--- src/design/flash_host_pkg.sv ---
// Purpose: constants for the flash erase-check and continuity host
// Assumes: 250 MHz clock, asynchronous parallel flash bus
// Notes:   all offsets, fields and timing counts live here
package flash_host_pkg;

	// ------------------------------------------------------------
	// software register map
	// ------------------------------------------------------------
	localparam logic [7:0] OFS_CONFIG   = 8'h00;
	localparam logic [7:0] OFS_COMMAND  = 8'h04;
	localparam logic [7:0] OFS_SECTOR   = 8'h08;
	localparam logic [7:0] OFS_STATE    = 8'h0c;
	localparam logic [7:0] OFS_IRQ_STAT = 8'h10;
	localparam logic [7:0] OFS_IRQ_MASK = 8'h14;

	localparam int CFG_WIDE     = 0;
	localparam int CMD_EVAL     = 0;
	localparam int CMD_CONT     = 1;
	localparam int ST_BUSY      = 0;
	localparam int ST_ERASED    = 1;
	localparam int ST_CONT_PASS = 2;
	localparam int ST_WORD_LSB  = 8;
	localparam int IRQ_W        = 5;
	localparam int EV_EVAL_DONE = 0;
	localparam int EV_NOT_ERASE = 1;
	localparam int EV_CONT_DONE = 2;
	localparam int EV_CONT_FAIL = 3;
	localparam int EV_REFUSED   = 4;

	// ------------------------------------------------------------
	// device status word bits and command codes
	// ------------------------------------------------------------
	localparam int SW_READY   = 7;
	localparam int SW_ERRSTAT = 5;
	localparam int SW_CONT    = 0;

	localparam logic [15:0] DAT_EVAL  = 16'h0035;
	localparam logic [15:0] DAT_SREAD = 16'h0070;
	localparam logic [15:0] DAT_SCLR  = 16'h0071;

	localparam logic [22:0] ADR_CMD_W  = 23'h000555;
	localparam logic [22:0] ADR_CMD_B  = 23'h000aaa;
	localparam logic [22:0] ADR_PAT1_W = 23'h2aaa55;
	localparam logic [22:0] ADR_PAT2_W = 23'h1555aa;
	localparam logic [15:0] DAT_PAT1_W = 16'hff00;
	localparam logic [15:0] DAT_PAT2_W = 16'h00ff;
	localparam logic [22:0] ADR_PAT1_B = 23'h5554ab;
	localparam logic [22:0] ADR_PAT2_B = 23'h2aab54;
	localparam logic [15:0] DAT_PAT1_B = 16'h00ff;
	localparam logic [15:0] DAT_PAT2_B = 16'h0000;

	// ------------------------------------------------------------
	// bus timing
	// ------------------------------------------------------------
	localparam int CLK_NS    = 4;
	localparam int T_SETUP_NS = 4;
	localparam int T_WP_NS   = 35;
	localparam int T_WPH_NS  = 20;
	localparam int T_ACC_NS  = 70;
	localparam int SYNC_CYC  = 2;
	localparam int SETUP_CYC = (T_SETUP_NS + CLK_NS - 1) / CLK_NS;
	localparam int WP_CYC    = (T_WP_NS + CLK_NS - 1) / CLK_NS;
	localparam int WPH_CYC   = (T_WPH_NS + CLK_NS - 1) / CLK_NS;
	localparam int RD_CYC    = (T_ACC_NS + CLK_NS - 1) / CLK_NS + SYNC_CYC;

	// ------------------------------------------------------------
	// sequencer
	// ------------------------------------------------------------
	typedef enum logic [4:0] {
		S_IDLE  = 5'b00001,
		S_SETUP = 5'b00010,
		S_PULSE = 5'b00100,
		S_RECOV = 5'b01000,
		S_NEXT  = 5'b10000
	} seq_state_t;

	typedef enum logic [1:0] {
		OP_NONE = 2'h0,
		OP_EVAL = 2'h1,
		OP_CONT = 2'h2
	} op_t;

endpackage : flash_host_pkg

--- src/design/flash_host.sv ---
// Purpose: host that runs erase-state evaluation and continuity check
// Assumes: one parallel flash on the pins, byte mode set by software
// Notes:   software port has read data one cycle after the read strobe
//
// Strobed register access and the placing of the registers were decided locally.
`timescale 1ns/1ps
module flash_host
	import flash_host_pkg::*;
(
	// clock and reset
	input  wire logic        clk,
	input  wire logic        arst_n,
	// software register port
	input  wire logic [7:0]  regAddr,
	input  wire logic [31:0] regWrData,
	input  wire logic        regWrEn,
	input  wire logic        regRdEn,
	output logic      [31:0] regRdData,
	output logic             irq,
	// flash pins
	output logic      [22:0] flashAddr,
	output logic      [15:0] dqOut,
	output logic             dqOe,
	input  wire logic [15:0] dqIn,
	output logic             ceN,
	output logic             oeN,
	output logic             weN,
	output logic             byteN
);

	// ------------------------------------------------------------
	// step table: {isRead, addr, data} for each step of each op
	// ------------------------------------------------------------
	function automatic logic [39:0] stepOf(input op_t op,
		input logic [3:0] step, input logic wide,
		input logic [22:0] sect);
		logic [22:0] cmdA;
		logic [39:0] r;
		cmdA = wide ? ADR_CMD_W : ADR_CMD_B;
		r    = {1'b0, cmdA, DAT_SREAD};
		if (op == OP_EVAL) begin
			case (step)
				4'h1, 4'h4: r = {1'b1, cmdA, 16'h0000};
				4'h2: r = {1'b0, sect, DAT_EVAL};
				default: r = {1'b0, cmdA, DAT_SREAD};
			endcase
		end else begin
			case (step)
				4'h0: r = {1'b0, cmdA, DAT_SCLR};
				4'h2, 4'h6: r = {1'b1, cmdA, 16'h0000};
				4'h3: r = wide ? {1'b0, ADR_PAT1_W, DAT_PAT1_W}
					: {1'b0, ADR_PAT1_B, DAT_PAT1_B};
				4'h4: r = wide ? {1'b0, ADR_PAT2_W, DAT_PAT2_W}
					: {1'b0, ADR_PAT2_B, DAT_PAT2_B};
				default: r = {1'b0, cmdA, DAT_SREAD};
			endcase
		end
		return r;
	endfunction : stepOf

	// ------------------------------------------------------------
	// declarations
	// ------------------------------------------------------------
	seq_state_t           state_ff;
	op_t                  op_ff;
	logic [3:0]           step_ff;
	logic [5:0]           cnt_ff;
	logic                 wide_ff;
	logic [22:0]          sector_ff;
	logic [7:0]           word_ff;
	logic                 erased_ff;
	logic                 contPass_ff;
	logic [IRQ_W-1:0]     irqStat_ff;
	logic [IRQ_W-1:0]     irqMask_ff;
	logic [IRQ_W-1:0]     nxt_events;
	logic [15:0]          dqMeta_ff;
	logic [15:0]          dqSync_ff;
	logic                 readyOk_ff;
	logic [39:0]          cur;
	logic                 curRead;
	logic                 startEval;
	logic                 startCont;

	assign cur       = stepOf(op_ff, step_ff, wide_ff, sector_ff);
	assign curRead   = cur[39];
	assign startEval = regWrEn && regAddr == OFS_COMMAND
		&& regWrData[CMD_EVAL] && state_ff == S_IDLE;
	assign startCont = regWrEn && regAddr == OFS_COMMAND
		&& regWrData[CMD_CONT] && !regWrData[CMD_EVAL]
		&& state_ff == S_IDLE;

	// ------------------------------------------------------------
	// data pin synchroniser
	// ------------------------------------------------------------
	always_ff @(posedge clk or negedge arst_n) begin
		if (!arst_n) begin
			dqMeta_ff <= 16'h0000;
			dqSync_ff <= 16'h0000;
		end else begin
			dqMeta_ff <= dqIn;
			dqSync_ff <= dqMeta_ff;
		end
	end

	// ------------------------------------------------------------
	// bus cycle sequencer
	// ------------------------------------------------------------
	always_ff @(posedge clk or negedge arst_n) begin
		if (!arst_n) begin
			state_ff <= S_IDLE;
			op_ff    <= OP_NONE;
			step_ff  <= 4'h0;
			cnt_ff   <= 6'h00;
		end else begin
			case (state_ff)
				S_IDLE: begin
					step_ff <= 4'h0;
					cnt_ff  <= 6'(SETUP_CYC);
					if (startEval) begin
						op_ff    <= OP_EVAL;
						state_ff <= S_SETUP;
					end else if (startCont) begin
						op_ff    <= OP_CONT;
						state_ff <= S_SETUP;
					end
				end
				S_SETUP: begin
					cnt_ff <= cnt_ff - 6'h01;
					if (cnt_ff == 6'h01) begin
						cnt_ff   <= curRead ? 6'(RD_CYC) : 6'(WP_CYC);
						state_ff <= S_PULSE;
					end
				end
				S_PULSE: begin
					cnt_ff <= cnt_ff - 6'h01;
					if (cnt_ff == 6'h01) begin
						cnt_ff   <= 6'(WPH_CYC);
						state_ff <= S_RECOV;
					end
				end
				S_RECOV: begin
					cnt_ff <= cnt_ff - 6'h01;
					if (cnt_ff == 6'h01) begin
						state_ff <= S_NEXT;
					end
				end
				S_NEXT: begin
					cnt_ff   <= 6'(SETUP_CYC);
					state_ff <= S_SETUP;
					step_ff  <= step_ff + 4'h1;
					if (op_ff == OP_EVAL) begin
						if (step_ff == 4'h1 && !word_ff[SW_READY]) begin
							state_ff <= S_IDLE;
						end else if (step_ff == 4'h4) begin
							if (word_ff[SW_READY]) begin
								state_ff <= S_IDLE;
							end else begin
								step_ff <= 4'h3;
							end
						end
					end else begin
						if ((step_ff == 4'h2 && word_ff[SW_CONT])
							|| step_ff == 4'h6) begin
							state_ff <= S_IDLE;
						end
					end
				end
				default: state_ff <= S_IDLE;
			endcase
		end
	end

	// ------------------------------------------------------------
	// flash pin drive
	// ------------------------------------------------------------
	always_ff @(posedge clk or negedge arst_n) begin
		if (!arst_n) begin
			flashAddr <= 23'h000000;
			dqOut     <= 16'h0000;
			dqOe      <= 1'b0;
			ceN       <= 1'b1;
			oeN       <= 1'b1;
			weN       <= 1'b1;
		end else begin
			flashAddr <= cur[38:16];
			dqOut     <= cur[15:0];
			ceN       <= state_ff == S_IDLE;
			dqOe      <= !curRead && (state_ff == S_SETUP
				|| state_ff == S_PULSE || state_ff == S_RECOV);
			weN       <= !(state_ff == S_PULSE && !curRead);
			oeN       <= !(state_ff == S_PULSE && curRead);
		end
	end

	// status word captured at the end of each read pulse
	always_ff @(posedge clk or negedge arst_n) begin
		if (!arst_n) begin
			word_ff <= 8'h00;
		end else if (state_ff == S_PULSE && curRead && cnt_ff == 6'h01) begin
			word_ff <= dqSync_ff[7:0];
		end
	end

	// device readiness seen before the evaluation command goes out
	always_ff @(posedge clk or negedge arst_n) begin
		if (!arst_n) begin
			readyOk_ff <= 1'b0;
		end else if (state_ff == S_IDLE) begin
			readyOk_ff <= 1'b0;
		end else if (state_ff == S_NEXT && op_ff == OP_EVAL
			&& step_ff == 4'h1) begin
			readyOk_ff <= word_ff[SW_READY];
		end
	end

	// ------------------------------------------------------------
	// results and events
	// ------------------------------------------------------------
	always_comb begin
		nxt_events = '0;
		if (state_ff == S_NEXT) begin
			if (op_ff == OP_EVAL) begin
				if (step_ff == 4'h1 && !word_ff[SW_READY]) begin
					nxt_events[EV_REFUSED] = 1'b1;
				end
				if (step_ff == 4'h4 && word_ff[SW_READY]) begin
					nxt_events[EV_EVAL_DONE] = 1'b1;
					nxt_events[EV_NOT_ERASE] = word_ff[SW_ERRSTAT];
				end
			end else begin
				if (step_ff == 4'h2 && word_ff[SW_CONT]) begin
					nxt_events[EV_CONT_DONE] = 1'b1;
					nxt_events[EV_CONT_FAIL] = 1'b1;
				end
				if (step_ff == 4'h6) begin
					nxt_events[EV_CONT_DONE] = 1'b1;
					nxt_events[EV_CONT_FAIL] = !word_ff[SW_CONT];
				end
			end
		end
	end

	always_ff @(posedge clk or negedge arst_n) begin
		if (!arst_n) begin
			erased_ff   <= 1'b0;
			contPass_ff <= 1'b0;
		end else begin
			if (nxt_events[EV_EVAL_DONE]) begin
				erased_ff <= !word_ff[SW_ERRSTAT];
			end
			if (nxt_events[EV_CONT_DONE]) begin
				contPass_ff <= !nxt_events[EV_CONT_FAIL];
			end
		end
	end

	// ------------------------------------------------------------
	// software registers
	// ------------------------------------------------------------
	always_ff @(posedge clk or negedge arst_n) begin
		if (!arst_n) begin
			wide_ff    <= 1'b1;
			sector_ff  <= 23'h000000;
			irqMask_ff <= '0;
		end else if (regWrEn) begin
			case (regAddr)
				OFS_CONFIG:   if (state_ff == S_IDLE) begin
					wide_ff <= regWrData[CFG_WIDE];
				end
				OFS_SECTOR:   if (state_ff == S_IDLE) begin
					sector_ff <= regWrData[22:0];
				end
				OFS_IRQ_MASK: irqMask_ff <= regWrData[IRQ_W-1:0];
				default: ;
			endcase
		end
	end

	// sticky events, write one to clear, a new event beats the clear
	always_ff @(posedge clk or negedge arst_n) begin
		if (!arst_n) begin
			irqStat_ff <= '0;
		end else begin
			irqStat_ff <= (irqStat_ff & ~((regWrEn
				&& regAddr == OFS_IRQ_STAT) ? regWrData[IRQ_W-1:0]
				: '0)) | nxt_events;
		end
	end

	always_ff @(posedge clk or negedge arst_n) begin
		if (!arst_n) begin
			irq       <= 1'b0;
			byteN     <= 1'b1;
			regRdData <= 32'h00000000;
		end else begin
			irq   <= |(irqStat_ff & irqMask_ff);
			byteN <= wide_ff;
			if (regRdEn) begin
				case (regAddr)
					OFS_CONFIG:   regRdData <= {31'h0, wide_ff};
					OFS_SECTOR:   regRdData <= {9'h000, sector_ff};
					OFS_STATE:    regRdData <= {16'h0000, word_ff,
						5'h00, contPass_ff, erased_ff,
						state_ff != S_IDLE};
					OFS_IRQ_STAT: regRdData <= {27'h0, irqStat_ff};
					OFS_IRQ_MASK: regRdData <= {27'h0, irqMask_ff};
					default:      regRdData <= 32'h00000000;
				endcase
			end else begin
				regRdData <= 32'h00000000;
			end
		end
	end

	// ------------------------------------------------------------
	// checks
	// ------------------------------------------------------------
	chk_eval_cmd_addr: assert property (@(posedge clk) disable iff (!arst_n)
		$fell(weN) && dqOut == DAT_EVAL |-> flashAddr == sector_ff)
		else $error("evaluation command not at sector address");

	chk_eval_after_ready: assert property (@(posedge clk)
		disable iff (!arst_n)
		$fell(weN) && dqOut == DAT_EVAL |-> readyOk_ff)
		else $error("evaluation issued without device ready");

	chk_poll_ready: assert property (@(posedge clk) disable iff (!arst_n)
		nxt_events[EV_EVAL_DONE] |-> word_ff[SW_READY]
		&& op_ff == OP_EVAL ##1 state_ff == S_IDLE)
		else $error("result taken before ready");

	chk_reerase_flag: assert property (@(posedge clk) disable iff (!arst_n)
		nxt_events[EV_EVAL_DONE] && word_ff[SW_ERRSTAT]
		|=> irqStat_ff[EV_NOT_ERASE] && !erased_ff)
		else $error("not-erased sector not flagged");

	chk_wide_pattern: assert property (@(posedge clk) disable iff (!arst_n)
		$fell(weN) && wide_ff && flashAddr == ADR_PAT1_W
		|-> dqOut == DAT_PAT1_W && dqOe)
		else $error("wrong first 16-bit continuity word");

	chk_byte_pattern: assert property (@(posedge clk) disable iff (!arst_n)
		$fell(weN) && !wide_ff && flashAddr == ADR_PAT2_B
		|-> dqOut == DAT_PAT2_B && !byteN)
		else $error("wrong second 8-bit continuity byte");

endmodule : flash_host

--- config.mk ---
export PLATFORM = sky130hd
export DESIGN_NAME = flash_host
export DESIGN_NICKNAME = d
export VERILOG_FILES = /design/src/design/flash_host_pkg.sv /design/src/design/flash_host.sv
export SDC_FILE = /design/constraint.sdc
export NUM_CORES = 1
export LEC_CHECK = 0
export BUFFER_PORTS_ARGS = -buffer_cell sky130_fd_sc_hd__buf_2
export CAP_MARGIN = 10
export CORE_UTILIZATION = 45
export CTS_CLUSTER_SIZE = 10
export DETAILED_ROUTE_END_ITERATION = 12
export PLACE_DENSITY = 0.68
export SETUP_SLACK_MARGIN = 0.4
export SLEW_MARGIN = 25
export SYNTH_ARGS = -nofsm -noshare
export SYNTH_HDL_FRONTEND = slang
export SYNTH_SLANG_ARGS = --single-unit
--- constraint.sdc ---
create_clock -name clk -period 6 [get_ports clk]
set_clock_uncertainty 0.15 [all_clocks]
set_input_delay 0.3 -clock clk [delete_from_list [all_inputs] [get_ports clk]]
set_output_delay 0.3 -clock clk [all_outputs]
set_load 0.05 [all_outputs]
Yosys cells after proc, flatten, opt, wreduce, memory -nomap -nowiden --
Index checks and enable logic that the tools add are counted.
Operators by class: add/sub/neg operators 2, equality and inequality tests 22, mux-type cells 39, bitwise operators 4, reduce and logical (&&, ||, !) cells 39
Operators by type and width (number):
- case mux 40 bit (4 select lines) | 1
- case mux 23 bit (5 select lines) | 1
- case mux 40 bit (2 select lines) | 1
- 2-to-1 mux 5 bit | 9
- 2-to-1 mux 40 bit | 1
- 2-to-1 mux 39 bit | 1
- 2-to-1 mux 38 bit | 1
- 2-to-1 mux 32 bit | 1
- case mux 5 bit (5 select lines) | 1
- case mux 6 bit (4 select lines) | 1
- 2-to-1 mux 2 bit | 11
- equality test 8 x 4 -> 1 bit, second input constant | 2
- equality test 8 x 5 -> 1 bit, second input constant | 2
- 2-to-1 mux 4 bit | 4
- logical AND 1 bit | 14
- 2-to-1 mux 12 bit | 1
- 2-to-1 mux 6 bit | 2
- AND 5 bit | 2
- equality test 4 x 2 -> 1 bit, second input constant | 2
- equality test 4 x 3 -> 1 bit, second input constant | 2
- equality test 8 x 3 -> 1 bit, second input constant | 1
- logical NOT 1 bit | 8
- logical NOT 8 bit | 1
- case mux 4 bit (2 select lines) | 1
- other kinds (25) | 35
Storage, ports and cells: flip-flop bits (word level) 154, bits of input ports 60, output and inout bits 77, logic and storage cells 128

Logic depth before layout (Yosys ltp) --
depth in word-level cells 8, mapped depth 9, mapped depth without buffers 7

Worst setup path before layout --
No wires, ideal clock.
kind reg2reg, start register step_ff[1], end register word_ff[0], library setup time 0.125 ns, data arrival time 1.797 ns, data required time 5.725 ns, setup slack 3.928 ns, stages on the path, launching flop included 8, path buffers 0, clock period less this slack 2.072 ns, cells stage by stage dfrtp_1 -> inv_1 -> ha_1 -> nand2b_1 -> and3_4 -> or3_4 -> nor2_8 -> mux2_4
Between the ends: cells in the longest elaborated chain, start to end 6, elaborated cells on any way between the ends 13, classes of those cells eq/ne (5); mux (3); reduce/logical (5)
RTL lines:
- start: declaration | RTL line flash_host.sv:66 | logic [3:0] step_ff;
- start signal: assignment | RTL line flash_host.sv:150 | step_ff <= step_ff + 4'h1;
- equality test 4 x 2 -> 1 bit, or another cell as far along | RTL line flash_host.sv:42, flash_host.sv:48
- OR reduction 2 bit, on equally long branches | RTL line flash_host.sv:48, flash_host.sv:42
- case mux 40 bit (4 select lines) / case mux 40 bit (2 select lines) (equally long branches) | RTL line flash_host.sv:48, flash_host.sv:42
- 2-to-1 mux 40 bit (*) | RTL line flash_host.sv:41 | if (op == OP_EVAL) begin
- logical AND 1 bit (*) (2 in a row) | RTL line flash_host.sv:199 | end else if (state_ff == S_PULSE && curRead && cnt_ff == 6'h01) begin
- end signal: assignment | RTL line flash_host.sv:200 | word_ff <= dqSync_ff[7:0];
- end: declaration | RTL line flash_host.sv:70 | logic [7:0] word_ff;
Mark *: on every way between the ends. The rest lies on a longest branch, timed or not. A chain may end at the register's enable or synchronous reset.

Worst setup path in the final report --
start register step_ff[0], end register word_ff[7]
The elaborated chain is that of the path after synthesis.

==> implementation parameters <==
Parameter                              Value

Status
  Status ... complete, no violations

Global routing
  Number of global-route vias before repair ... roughly 4,300
  Antenna violations before repair ... 0
  Aggregate global routing overflow ... 0
  Met1 Usage GRT ... 0.275
  Largest net degree at the start of global routing ... between 70 and 80
  Global-route wire length before repair ... roughly 22,000 µm
  Met3 track demand over resource ... 0.0478
  Met2 routing resource usage after global routing ... 0.320
  Overall fraction of global-route tracks in use ... 0.205
  Most utilized layer in the global route result ... met2

Finish
  FF/Latch Area ... ~3400 µm²
  Area used by multi-input combinational logic ... approximately 2400 µm²
  Layout-stage area growth over the synthesis result ... 23.2%
  Fill cell total of the finished layout ... around 1,100
  Antenna diode instance count ... 0
  Net count reported at finish ... just over 700
  Share of cells above drive strength 1 ... 0.328

Synthesis
  Post-synthesis instance area ... slightly above 6000 µm²
  Post-synth EDFFs ... 0
  Share of synthesized registers carrying an async set or reset ... 1.00
  Synth warnings ... 0
  Top-area cell type share of the netlist area ... 0.527
  Gate count of the mapped netlist ... between 500 and 600
  Leading register cell type out of synthesis ... sky130_fd_sc_hd__dfrtp_1
  Average size of a mapped cell ... between 10 and 15 µm²
  Top cell type by total area after synthesis ... sky130_fd_sc_hd__dfrtp_1
  Most area-consuming cells after synthesis ... sky130_fd_sc_hd__dfrtp_1, sky130_fd_sc_hd__mux2_4, sky130_fd_sc_hd__mux2_2, sky130_fd_sc_hd__dfstp_2, sky130_fd_sc_hd__buf_4
  Post-synthesis sequential element count ... 135
  Post-synth cell types ... 66
  Proportion of synthesized chip area in sequential cells ... 0.552

Die
  Core outline area ... 13,200 µm²
  Starting density of the core ... 0.463
  Row count ... between 40 and 50
  Floorplan die area ... 14,100 µm²
  Die H ... approximately 120 µm
  Die Wd ... 119 µm
  Top-Level Pins ... between 100 and 150

Pwr
  Worst ir drop on vdd ... approximately 0.18 mV
  Share of total power consumed by net switching ... 0.297
  Design internal power ... between 1500 and 2000 µW
  NetSw ... approximately 750 µW
  P_leak ... between 0.003 and 0.004 µW
  Power density over cell area ... 335 nW/µm²
  Portion of total power attributed to the clock network ... 0.407
  Sequential Power Share ... 0.410
  Logic gate share of total power ... 0.183

Clocking
  Post-CTS repair timing setup buffer count ... 0
  Number of hold buffers added after CTS ... 30
  Root buffer selected by CTS ... sky130_fd_sc_hd__clkbuf_16
  Post-CTS Resized ... 0
  Bufs on Longest Clock Path ... 2
  H-tree depth reported by CTS ... 4
  CTS tree ... done
  Worst-path clk slew ... about 60 ps
  Total clock sinks ... ~140
  Clock latency at the later pin of the worst-skew pair ... ~420 ps
  Total clock buffers created by CTS ... 17

Min path
  Worst min-delay path startpoint ... regWrData[4]
  Worst min-delay path endpoint ... irqMask_ff[4]$_DFFE_PN0P_
  Worst hold path type ... input port to flop
  Worst Hold Depth ... 2

Route
  Detailed-routing iteration count for the pre-antenna-repair pass ... 5
  Initial DRC Count ... about 270
  Post-detailed-route DRC marker count ... 0
  Remaining antenna violation count after routing ... 0
  Total Wirelength ... approximately 13,000 µm
  Vias per Instance ... approximately 5.2
  Count of vias placed by the detailed router ... around 4,300
  Drt wl/cell ... 16.0 µm

Timing
  Final Max Slew Viols ... 0
  Final setup slack of the worst path ... about 3400 ps
  Measured slew at the worst slew-check pin ... 908 ps
  Clock period minus worst slack ... between 2000 and 3000 ps
  Highest achievable clock rate ... 386 MHz
  Max_slew headroom ... 0.395
  Ratio of final minimum period to clock period ... 0.432
  Unrepaired setup endpoints after global routing ... false
  Sum Neg Setup Slack ... 0 ps
  Final setup violation count ... 0
  Count of final hold-check violations ... 0

Critical path
  Required arrival time at the worst endpoint ... 6150 ps
  Crit path DAT ... between 2000 and 3000 ps
  Worst r2r dst ... word_ff[7]$_DFFE_PN0P_
  Reg-to-Reg Start ... step_ff[0]$_DFFE_PN0P_
  Crit path kind ... flop to flop
  Worst-path fanout max ... 11
  Reg-to-reg slack, setup ... about 3400 ps
  Count of cells along the worst register-to-register path ... 7
  Critical path startpoint category ... flop
  Setup crit end kind ... flop

Job
  Number of max-cap violations ... 0

Placement
  Dpl ws ... about 3400 ps
  Post-DP HPWL ... about 9000 µm
  Final weighted congestion of routability-driven global placement ... between 0.8 and 0.9
  PortBufs ... 110
critical path, cell delays in order (launching register included):
cell	delay, ps
sky130_fd_sc_hd__dfrtp_1	430
sky130_fd_sc_hd__inv_1	120
sky130_fd_sc_hd__ha_1	420
sky130_fd_sc_hd__nand2_1	130
sky130_fd_sc_hd__and3_4	210
sky130_fd_sc_hd__or3_4	410
sky130_fd_sc_hd__nor2_8	260
sky130_fd_sc_hd__mux2_4	340
state kept, by name, indices dropped and copies added, names as in the netlist, 4 cells and up:
name,cells
irqStat_ff,5
cnt_ff,6
regRdData,23
step_ff,4
dqMeta_ff,8
word_ff,8
sector_ff,23
dqOut,6
flashAddr,23
dqSync_ff,8
irqMask_ff,5
state_ff,5
routing by layer:
metal  up-vias  wire, µm
met3        19       616
met1      2130      6200
met5         -         0
met2       144      6270
li1       2043         -
met4         0       266
per-stage QoR:
step                hold WS (ps)  cells   util  total power, µW  instance area [µm²]
floorplan                   -146    525      -             1400                 6160
global placement             131    770  0.503             1480                 6660
detailed placement           146    770  0.503             1500                 6660
CTS                       0.0143    832  0.570             2540                 7550
global route                16.1    832  0.570             2640                 7550
finish                      10.3    832  0.570             2530                 7550
worst max path at each step:
stage,start,to,slack (ps),cells past startpoint
finish,step_ff[0]$_DFFE_PN0P_,word_ff[7]$_DFFE_PN0P_,3410,7
global route,step_ff[0]$_DFFE_PN0P_,word_ff[7]$_DFFE_PN0P_,3270,7
global placement,step_ff[0]$_DFFE_PN0P_,word_ff[5]$_DFFE_PN0P_,3480,7
floorplan,step_ff[1]$_DFFE_PN0P_,word_ff[0]$_DFFE_PN0P_,3930,7
detailed placement,step_ff[0]$_DFFE_PN0P_,word_ff[3]$_DFFE_PN0P_,3440,7
CTS,step_ff[0]$_DFFE_PN0P_,word_ff[7]$_DFFE_PN0P_,3420,7
cell families (layout without fill, tap and decap cells):
family                     count (synthesis)  count (layout)  synth area share
muxes                                     54              54             0.114
xor gates and xnor gates                   7               7            0.0100
AOI/OAI and AO/OA                         98              98             0.109
DFF                                      135             135             0.552
adders and majority gates                  6               6            0.0122
other                                      1               9          0.000612
buffers and inverters                     59             190            0.0584
and+or+nand+nor                          157             157             0.143
power groups by stage:
stage	clock (µW)	combinational [µW]	sequential, µW
after floorplan	0	333	1070
after global placement	0	434	1050
after detailed placement	0	445	1050
after CTS	1040	464	1040
after global routing	1080	510	1050
final	1030	462	1040
layout make-up:
class,instances,area share
inverters,15,0.00746
multi-input cells,331,0.320
flip-flops and latches,135,0.449
well taps,176,0.0292
clock inverters,12,0.0192
repair buffers,143,0.117
clock buffers,20,0.0592
cells in the mapped netlist, drive strengths merged (5+ instances only):
cell and number:
nor3b 5, dfrtp 129, or3 5, a22oi 5, nor2b 6, ha 6
o211ai 8, and3 8, nand2 38, buf 38, inv 15, a21oi 18
o21ai 19, nand3 14, a21o 18, nor2 37, mux2 44, dfstp 6
nand2b 6, nor3 15, mux2i 10, a211oi 5, and2 11, clkbuf 6
cells in the final DEF (no fill, tap or decap), drive strengths merged, types with 14 or more instances in the layout:
| cell type | instances |
|---|---|
| nand2 | 38 |
| a21oi | 18 |
| nand3 | 14 |
| nor2 | 37 |
| clkbuf | 20 |
| inv | 17 |
| dlygate4sd3 | 30 |
| a21o | 18 |
| dfrtp | 129 |
| nor3 | 15 |
| buf | 113 |
| mux2 | 44 |
| o21ai | 19 |
(Power assumes the default switching activity.)
